$ cat config.mk
export PLATFORM = sky130hd
export DESIGN_NAME = edh_status_payload_id_regs
export DESIGN_NICKNAME = d
export VERILOG_FILES = /design/src/design/edh_pid_pkg.sv /design/src/design/edh_status_payload_id_regs.sv
export VERILOG_INCLUDE_DIRS = /design/src /design/src/design
export SDC_FILE = /design/constraint.sdc
export NUM_CORES = 1
export LEC_CHECK = 0
export ABC_CLOCK_PERIOD_IN_PS = 5100
export BUFFER_PORTS_ARGS = -buffer_cell sky130_fd_sc_hd__buf_2
export CAP_MARGIN = 15
export CORE_MARGIN = 2
export CORE_UTILIZATION = 59
export CTS_CLUSTER_DIAMETER = 60
export DETAILED_ROUTE_END_ITERATION = 7
export GPL_ROUTABILITY_DRIVEN = 0
export MAX_ROUTING_LAYER = met4
export PLACE_DENSITY = 0.92
export SETUP_SLACK_MARGIN = 0.3
export SLEW_MARGIN = 10
export SYNTH_ARGS = -nofsm -noshare
export SYNTH_HDL_FRONTEND = slang
export SYNTH_SLANG_ARGS = --single-unit
$ cat constraint.sdc
create_clock -name I_CLOCK -period 5.1 [get_ports I_CLOCK]
set_input_delay 0.255 -clock I_CLOCK [delete_from_list [all_inputs] [get_ports I_CLOCK]]
set_output_delay 0.255 -clock I_CLOCK [all_outputs]
set_load 0.05 [all_outputs]
$ cat src/design/edh_pid_cfg.svh
`ifndef EDH_PID_CFG_SVH
`define EDH_PID_CFG_SVH

// Register offsets on the host register port
`define OFS_EDH_FLAGS_OUTGOING   8'h03
`define OFS_FORMAT_STATUS        8'h04
`define OFS_PAYLOAD_ID_LOW       8'h0F
`define OFS_PAYLOAD_ID_HIGH      8'h10

// Field positions in the format status register
`define BIT_FLAG_REFRESH_ENABLE  11
`define BIT_PICTURE_CRC_VALID    10
`define BIT_FIELD_CRC_VALID      9
`define BIT_ERROR_PACKET_PRESENT 8
`define BIT_PAYLOAD_ID_VERSION   7
`define BIT_RASTER_INPUT_LOCK        4
`define FMT_CODE_MSB             3

// Reset values
`define RST_EDH_FLAGS            15'h0000
`define RST_PAYLOAD_WORD         8'h00
`define RST_FORMAT_CODE          4'h0

// Unknown status flags of the three areas (bits 14, 9, 4)
`define UES_MASK                 15'h4210

// Payload identifier packet shape
`define PID_USER_WORDS           4
`define PID_DATA_COUNT           8'h04
// Version bit position inside the first user word
`define PID_VERSION_BIT          7

`endif

$ cat src/design/edh_pid_pkg.sv
package edh_pid_pkg;

    // Payload identifier packet parser states
    typedef enum logic [2:0] {
        PID_IDLE,
        PID_SDID,
        PID_COUNT,
        PID_USER,
        PID_CSUM
    } pid_state_t;

    // One captured user word
    typedef logic [7:0] pid_word_t;

endpackage

$ cat src/design/edh_status_payload_id_regs.sv
`timescale 1ns/100ps
`include "edh_pid_cfg.svh"
// Notes on behaviour
// - Read-only 15 outgoing flags, three areas, reset zero
// - Writable refresh enable recomputes flags per RP165
// - Picture and field CRC valid bits readable
// - Packet present bit set when packets found
// - Version bit follows captured payload packet version
// - Raster input_lock bit shows flywheel synchronisation
// - Four-bit format code shown, reset zero
// - Recognise four-word payload identifier packet
// - Store four user words as 8-bit fields
// - Capture only when checksum matches local sum
// - Ignore packets arriving on wrong line
// - Clear captures on reset, lock loss, bypass
// - Words 1,2 at 0Fh; words 3,4 at 10h
// - Present drops at vblank end without packet
// - No packets forces unknown status flags high
// - CRC valid bits cleared while present low
// - Flags held; set to the unknown status flags at vblank end if none

module edh_status_payload_id_regs #(
    parameter int         ADDR_W  = 8,
    parameter logic [7:0] PID_DID = 8'h41,
    parameter logic [7:0] PID_SDID = 8'h01
) (
    input  wire logic              I_CLOCK,
    input  wire logic              I_RST,
    input  wire logic [ADDR_W-1:0] I_REG_ADDR,
    input  wire logic              I_REG_WR,
    input  wire logic              I_REG_RD,
    input  wire logic [15:0]       I_REG_WDATA,
    input  wire logic              I_INPUT_LOCK,
    input  wire logic              I_PROCESSING_BYPASS_N,
    input  wire logic              I_VBLANK,
    input  wire logic              I_EDH_PKT_VALID,
    input  wire logic [14:0]       I_EDH_FLAGS_IN,
    input  wire logic              I_EDH_PICTURE_CRC_VALID,
    input  wire logic              I_EDH_FIELD_CRC_VALID,
    input  wire logic [2:0]        I_LOCAL_ERR_HERE,
    input  wire logic [2:0]        I_LOCAL_INT_HERE,
    input  wire logic              I_RASTER_INPUT_LOCK,
    input  wire logic [3:0]        I_FORMAT_CODE,
    input  wire logic              I_ANC_START,
    input  wire logic              I_ANC_WORD_VALID,
    input  wire logic [9:0]        I_ANC_WORD,
    input  wire logic              I_PID_LINE_OK,
    output logic [15:0]            O_REG_RDATA,
    output logic                   O_REG_RVALID,
    output logic [14:0]            O_EDH_FLAGS_OUT
);

    // Parameter sanity: the map needs offset 10h to be reachable
    generate
        if (ADDR_W < 5) begin : g_bad_addr
            $error("ADDR_W too small for register map");
        end
    endgenerate

    // Pin synchronisers (first stage read only by second stage)
    logic [1:0] lock_sync_r;       // Input lock, two stages
    logic [1:0] bypass_sync_r;     // Bypass pin, two stages
    wire        lock_s   = lock_sync_r[1];
    wire        bypass_s = ~bypass_sync_r[1];  // High while bypassing
    wire        clear_all = ~lock_s | bypass_s;

    always_ff @(posedge I_CLOCK or posedge I_RST) begin
        if (I_RST) begin
            lock_sync_r   <= 2'h0;
            bypass_sync_r <= 2'h3;
        end else begin
            lock_sync_r   <= {lock_sync_r[0], I_INPUT_LOCK};
            bypass_sync_r <= {bypass_sync_r[0], I_PROCESSING_BYPASS_N};
        end
    end

    // Host-visible state and its internal helpers
    logic        refresh_en_r;     // Flag refresh enable
    logic [14:0] flags_r;          // Outgoing flags
    logic        present_r;        // Error packet present
    logic        seen_r;           // Packet seen this vblank
    logic        picture_crc_valid_r;       // Picture CRC valid
    logic        field_crc_valid_r;       // Field CRC valid
    logic        vblank_d_r;       // Delayed vblank for edge
    logic        version_r;        // Payload packet version
    logic        raster_lock_r;    // Flywheel lock copy
    logic [3:0]  fmt_code_r;       // Format code copy
    edh_pid_pkg::pid_word_t cap_r [`PID_USER_WORDS];  // Captured words

    // End of vertical blanking
    wire vb_fall = vblank_d_r & ~I_VBLANK;
    // A packet in the same cycle as the edge still counts as seen
    wire seen_now = seen_r | I_EDH_PKT_VALID;

    // Recomputed flags, per area: UNKNOWN_STATUS_FLAG, INTERNAL_ALREADY_FLAG, INTERNAL_HERE_FLAG, EDA, EDH
    logic [14:0] refreshed;
    genvar a;
    generate
        for (a = 0; a < 3; a++) begin : g_area
            assign refreshed[a*5+4] = I_EDH_FLAGS_IN[a*5+4];
            assign refreshed[a*5+3] = I_EDH_FLAGS_IN[a*5+3] |
                                      I_EDH_FLAGS_IN[a*5+2];
            assign refreshed[a*5+2] = I_LOCAL_INT_HERE[a];
            assign refreshed[a*5+1] = I_EDH_FLAGS_IN[a*5+1] |
                                      I_EDH_FLAGS_IN[a*5+0];
            assign refreshed[a*5+0] = I_LOCAL_ERR_HERE[a];
        end
    endgenerate

    // Next packet-present value
    wire present_nxt = I_EDH_PKT_VALID ? 1'b1 :
                       (vb_fall & ~seen_now) ? 1'b0 :
                       present_r;

    // Next flag value: packet load if refresh enabled, else unknown status flags at a vblank end with no packet seen, else hold
    wire [14:0] flags_nxt =
        (I_EDH_PKT_VALID & refresh_en_r) ? refreshed :
        (vb_fall & ~seen_now) ? `UES_MASK :
        flags_r;

    // Detection, flags and CRC valid bits
    always_ff @(posedge I_CLOCK or posedge I_RST) begin
        if (I_RST) begin
            flags_r    <= `RST_EDH_FLAGS;
            present_r  <= 1'b0;
            seen_r     <= 1'b0;
            picture_crc_valid_r <= 1'b0;
            field_crc_valid_r <= 1'b0;
            vblank_d_r <= 1'b0;
        end else begin
            vblank_d_r <= I_VBLANK;
            flags_r    <= flags_nxt;
            present_r  <= present_nxt;
            // Seen marker restarts each vblank, set wins
            seen_r     <= I_EDH_PKT_VALID | (seen_r & ~vb_fall);
            if (!present_nxt) begin
                picture_crc_valid_r <= 1'b0;
                field_crc_valid_r <= 1'b0;
            end else if (I_EDH_PKT_VALID) begin
                picture_crc_valid_r <= I_EDH_PICTURE_CRC_VALID;
                field_crc_valid_r <= I_EDH_FIELD_CRC_VALID;
            end
        end
    end

    // Payload identifier parser
    edh_pid_pkg::pid_state_t state_r;
    logic [8:0]  sum_r;            // Running checksum, low 9 bits
    logic [1:0]  idx_r;            // User word index
    edh_pid_pkg::pid_word_t buf_r [`PID_USER_WORDS];  // Staging words

    wire [8:0] sum_add = sum_r + I_ANC_WORD[8:0];
    // Checksum word: low 9 bits equal sum, bit 9 is inverse of bit 8
    wire csum_ok = (I_ANC_WORD[8:0] == sum_r) &&
                   (I_ANC_WORD[9] == ~sum_r[8]);
    // A new header landing in the checksum slot aborts, never commits
    wire commit = I_ANC_WORD_VALID && !I_ANC_START &&
                  (state_r == edh_pid_pkg::PID_CSUM) &&
                  csum_ok && I_PID_LINE_OK;

    // Sequencing through DID, SDID, DC, user words, checksum
    always_ff @(posedge I_CLOCK or posedge I_RST) begin
        if (I_RST) begin
            state_r <= edh_pid_pkg::PID_IDLE;
            sum_r   <= 9'h000;
            idx_r   <= 2'h0;
            for (int i = 0; i < `PID_USER_WORDS; i++) begin
                buf_r[i] <= `RST_PAYLOAD_WORD;
            end
        end else if (I_ANC_WORD_VALID) begin
            if (I_ANC_START) begin
                // Restart on any new packet header
                sum_r   <= I_ANC_WORD[8:0];
                idx_r   <= 2'h0;
                state_r <= (I_ANC_WORD[7:0] == PID_DID) ?
                           edh_pid_pkg::PID_SDID : edh_pid_pkg::PID_IDLE;
            end else begin
                sum_r <= sum_add;
                case (state_r)
                    edh_pid_pkg::PID_SDID: begin
                        state_r <= (I_ANC_WORD[7:0] == PID_SDID) ?
                            edh_pid_pkg::PID_COUNT : edh_pid_pkg::PID_IDLE;
                    end
                    edh_pid_pkg::PID_COUNT: begin
                        // Only the four-word form is accepted
                        state_r <= (I_ANC_WORD[7:0] == `PID_DATA_COUNT) ?
                            edh_pid_pkg::PID_USER : edh_pid_pkg::PID_IDLE;
                    end
                    edh_pid_pkg::PID_USER: begin
                        buf_r[idx_r] <= I_ANC_WORD[7:0];
                        idx_r        <= idx_r + 2'h1;
                        if (idx_r == 2'h3) begin
                            state_r <= edh_pid_pkg::PID_CSUM;
                        end
                    end
                    edh_pid_pkg::PID_CSUM: begin
                        state_r <= edh_pid_pkg::PID_IDLE;
                    end
                    default: begin
                        state_r <= edh_pid_pkg::PID_IDLE;
                    end
                endcase
            end
        end
    end

    // Captures, version and raster status; cleared on lock loss
    always_ff @(posedge I_CLOCK or posedge I_RST) begin
        if (I_RST) begin
            for (int i = 0; i < `PID_USER_WORDS; i++) begin
                cap_r[i] <= `RST_PAYLOAD_WORD;
            end
            version_r     <= 1'b0;
            raster_lock_r <= 1'b0;
            fmt_code_r    <= `RST_FORMAT_CODE;
        end else if (clear_all) begin
            for (int i = 0; i < `PID_USER_WORDS; i++) begin
                cap_r[i] <= `RST_PAYLOAD_WORD;
            end
            version_r     <= 1'b0;
            raster_lock_r <= 1'b0;
            fmt_code_r    <= `RST_FORMAT_CODE;
        end else begin
            raster_lock_r <= I_RASTER_INPUT_LOCK;
            fmt_code_r    <= I_FORMAT_CODE;
            if (commit) begin
                // Whole packet lands at once, no torn reads
                for (int i = 0; i < `PID_USER_WORDS; i++) begin
                    cap_r[i] <= buf_r[i];
                end
                version_r <= buf_r[0][`PID_VERSION_BIT];
            end
        end
    end

    // Register decode
    wire hit_flags = I_REG_ADDR == ADDR_W'(`OFS_EDH_FLAGS_OUTGOING);
    wire hit_fmt   = I_REG_ADDR == ADDR_W'(`OFS_FORMAT_STATUS);
    wire hit_low   = I_REG_ADDR == ADDR_W'(`OFS_PAYLOAD_ID_LOW);
    wire hit_high  = I_REG_ADDR == ADDR_W'(`OFS_PAYLOAD_ID_HIGH);

    // Format status word, unused bits zero
    logic [15:0] fmt_word;
    always_comb begin
        fmt_word = 16'h0000;
        fmt_word[`BIT_FLAG_REFRESH_ENABLE]  = refresh_en_r;
        fmt_word[`BIT_PICTURE_CRC_VALID]    = picture_crc_valid_r;
        fmt_word[`BIT_FIELD_CRC_VALID]      = field_crc_valid_r;
        fmt_word[`BIT_ERROR_PACKET_PRESENT] = present_r;
        fmt_word[`BIT_PAYLOAD_ID_VERSION]   = version_r;
        fmt_word[`BIT_RASTER_INPUT_LOCK]        = raster_lock_r;
        fmt_word[`FMT_CODE_MSB:0]           = fmt_code_r;
    end

    // Read mux; unmapped addresses read zero
    wire [15:0] rd_mux =
        hit_flags ? {1'b0, flags_r} :
        hit_fmt   ? fmt_word :
        hit_low   ? {cap_r[1], cap_r[0]} :
        hit_high  ? {cap_r[3], cap_r[2]} :
        16'h0000;

    // Host write (only the refresh enable is writable) and read answer
    always_ff @(posedge I_CLOCK or posedge I_RST) begin
        if (I_RST) begin
            refresh_en_r    <= 1'b0;
            O_REG_RDATA     <= 16'h0000;
            O_REG_RVALID    <= 1'b0;
            O_EDH_FLAGS_OUT <= `RST_EDH_FLAGS;
        end else begin
            if (I_REG_WR && hit_fmt) begin
                refresh_en_r <= I_REG_WDATA[`BIT_FLAG_REFRESH_ENABLE];
            end
            O_REG_RVALID    <= I_REG_RD;
            O_REG_RDATA     <= I_REG_RD ? rd_mux : 16'h0000;
            O_EDH_FLAGS_OUT <= flags_nxt;
        end
    end

endmodule

==> flow_summary.json <==
{
  "insertion_delay_ns": 0.51,
  "skew_ns": 0.006449,
  "cts_setup_buffers": 0,
  "drv_cap": 0,
  "synth_top_cells_by_area": "dfrtp_1 56%, mux2_2 6.8%, a22o_1 6.5%",
  "via_per_inst": 6.190,
  "fmax_mhz": 430.6,
  "rrSetupSlack_ns": 2.78,
  "ant_nets": 0,
  "clock-root-buffer": "clkbuf_8",
  "worst_slew_pin_slew_ns": 0.9130,
  "synth_most_common_cell": "dfrtp_1",
  "dieWidth_um": 100.5,
  "avgSynthCellArea_um2": 11.79,
  "hold_viol": 0,
  "status": "complete, no violations",
  "grt_max_degree": 65,
  "drtIter0Drc": 287,
  "cts-buffers-inserted": 17,
  "p_clk_share_pct": 42.9,
  "grt_pass1_vias": 4527,
  "power_w": 0.002762,
  "rsz0062_at_grt": "no",
  "worstHoldStart": "I_EDH_FLAGS_IN[14]",
  "internal_power_w": 0.001936,
  "synth_cell_types": 59,
  "ys_seq_elements": 125,
  "power_frac_seq_pct": 40.3,
  "cts_resized": 0,
  "routed_wl_um": 13570,
  "die_y_um": 100.5,
  "layout-drive-gt1-share_pct": 27.78,
  "critPathMaxFanout": 32,
  "fp.dieArea_um2": 10100,
  "htreeDepth": 4,
  "required_ns": 5.49,
  "syn2layout_area_growth_pct": 24.94,
  "synth_nets": 552,
  "min_path_type": "in -> reg",
  "crit_arrival_ns": 2.71,
  "route.detailed.drc": 0,
  "whs_endpoint": "O_EDH_FLAGS_OUT[14]",
  "async_flop_share_pct": 100.0,
  "first_pass_iters": 5,
  "yosys.area.top_type": "dfrtp_1",
  "cts.path.max_buffers": 2,
  "synth-edff-count": 0,
  "cts-hold-fix-buffers": 30,
  "cts.clk_slew.worst_paths_ns": 0.06,
  "p_leak_nw": 3.420,
  "core_area_um2": 9153,
  "dpl.hpwl_um": 8589,
  "swShare_pct": 29.91,
  "synth_top_area_share_pct": 56.04,
  "grt_pass1_wl_um": 21910,
  "power_frac_comb_pct": 16.8,
  "cp-start-kind": "flop",
  "r2r-end": "cap_r[9]",
  "finalNetCount": 667,
  "n_fill_cell": 541,
  "worstReg2RegStart": "sum_r[5]",
  "synth_area_um2": 5493,
  "synthCells": 466,
  "io_pins": 105,
  "worstSetupPathType": "reg -> reg",
  "slew_headroom_pct": 38.67,
  "cts_tree": "yes",
  "vdd_drop_max_v": 0.0002995,
  "maxSlewViolCount": 0,
  "p_per_area_nw_per_um2": 402.5,
  "reg2regPathDepth": 5,
  "grt.total_usage_pct": 29.21,
  "avgRoutedWirePerCell_um": 19.25,
  "gr-total-overflow": 0,
  "hold_depth": 3,
  "finalCritPeriodShare_pct": 45.53,
  "p_switching_w": 0.0008261,
  "ys_top_cells_by_count": "123 x dfrtp_1, 41 x a22o_1, 41 x nand2_1",
  "antennaDiodeCount": 0,
  "io_buffers": 89,
  "initial_core_util_pct": 60.01,
  "rows": 35,
  "antenna_found_initial": 0,
  "cts.sinks": 125,
  "yosysWarningCount": 0,
  "endpoint_kind": "flop",
  "fin_crit_ns": 2.322,
  "synth_ff_type": "dfrtp_1",
  "setup_viol": 0,
  "ys_seq_area_share_pct": 56.99,
  "via_count": 4364,
  "tns_ns": 0
}
[power groups by stage]
stage	logic (W)	clock network [W]	registers, W
floorplan	0.000200	0	0.00123
global placement	0.000419	0	0.00112
detailed placement	0.000436	0	0.00113
CTS	0.000455	0.00120	0.00111
global route	0.000504	0.00125	0.00112
finish	0.000463	0.00119	0.00111
[logic make-up (layout without fill, tap and decap cells)]
| logic type | count (synthesis) | in the layout | synth area share, % |
|---|---|---|---|
| xor+xnor | 3 | 3 | 0.4784 |
| compound gates | 115 | 115 | 15.95 |
| flops | 125 | 125 | 56.99 |
| buf+inv | 33 | 161 | 2.870 |
| mux | 37 | 37 | 7.608 |
| simple gates | 140 | 140 | 13.01 |
| fa+ha+maj | 13 | 13 | 3.098 |
[stage by stage]
step | setup WS (ns) | std cells | hold WS (ns) | cell area, um2 | util (%)
final | 2.778 | 705 | 0.01793 | 6863 | 74.98
after CTS | 2.795 | 705 | 0.009755 | 6863 | 74.98
after global routing | 2.712 | 705 | 0.001805 | 6863 | 74.98
after detailed placement | 2.770 | 643 | 0.3410 | 5967 | 65.19
after floorplan | 1.521 | 466 | 0.2595 | 5493 | -
after global placement | 2.822 | 643 | 0.3334 | 5967 | 65.19
[sequential cells by signal (all words and copies together), names as in the netlist]
| name | flops |
|---|---|
| buf_r | 32 |
| cap_r | 31 |
| O_REG_RDATA | 16 |
| O_EDH_FLAGS_OUT | 15 |
| sum_r | 9 |
| fmt_code_r | 4 |
| state_r | 3 |
| bypass_sync_r | 2 |
| idx_r | 2 |
| lock_sync_r | 2 |
| O_REG_RVALID | 1 |
| field_crc_valid_r | 1 |
| picture_crc_valid_r | 1 |
| present_r | 1 |
| raster_lock_r | 1 |
| refresh_en_r | 1 |
| seen_r | 1 |
| vblank_d_r | 1 |
| version_r | 1 |
[cell type report]
type	count	area, um2	area share (%)
Inverter	8	32.53	0.4740
Timing Repair Buffer	121	760.7	11.08
Clock buffer	19	441.7	6.436
Sequential cell	125	3131	45.62
Clock inverter	13	153.9	2.242
Multi-Input combinational cell	308	2205	32.12
Tap cell	111	138.9	2.024
[placed cells by master, fill, tap and decap left out, drive strengths merged, types with 5 or more instances in the layout]
cell         count
a222oi           9
nor3            11
dfrtp          123
ha              12
a22oi            7
o21ai           13
dlygate4sd3     30
nor2b           12
clkinv           5
nand2           41
mux2            35
clkbuf          19
a21oi           19
a22o            41
a21o             5
buf             91
nor2            30
nand3           14
inv             13
and3             8
[critical path, stage by stage, from the launching register on]
cell and delay [ns]:
dfrtp_1 0.38, ha_1 0.38, nor4b_1 0.43, nand2_1 0.19, o311a_4 0.49, a22o_1 0.31
[worst max path at each step]
stage                  start                  to  slack (ns)
3_5_place_dp   I_ANC_WORD[5]           cap_r[17]        2.77
3_3_place_gp   I_ANC_WORD[5]           cap_r[23]        2.82
4_1_cts             sum_r[5]            cap_r[9]        2.80
2_1_floorplan          I_RST  O_EDH_FLAGS_OUT[0]        1.52
5_1_grt             sum_r[5]            cap_r[9]        2.71
6_report            sum_r[5]            cap_r[9]        2.78
[metal layers]
layer | part of all wire, % | GRT usage (%) | vias up
li1 | - | - | 1957
met1 | 40 | 33.48 | 2166
met2 | 51 | 49.72 | 210
met3 | 6.3 | 7.906 | 31
met4 | 2.0 | 10.22 | 0
met5 | 0 | - | -
Power figures use the tool's default switching activity.
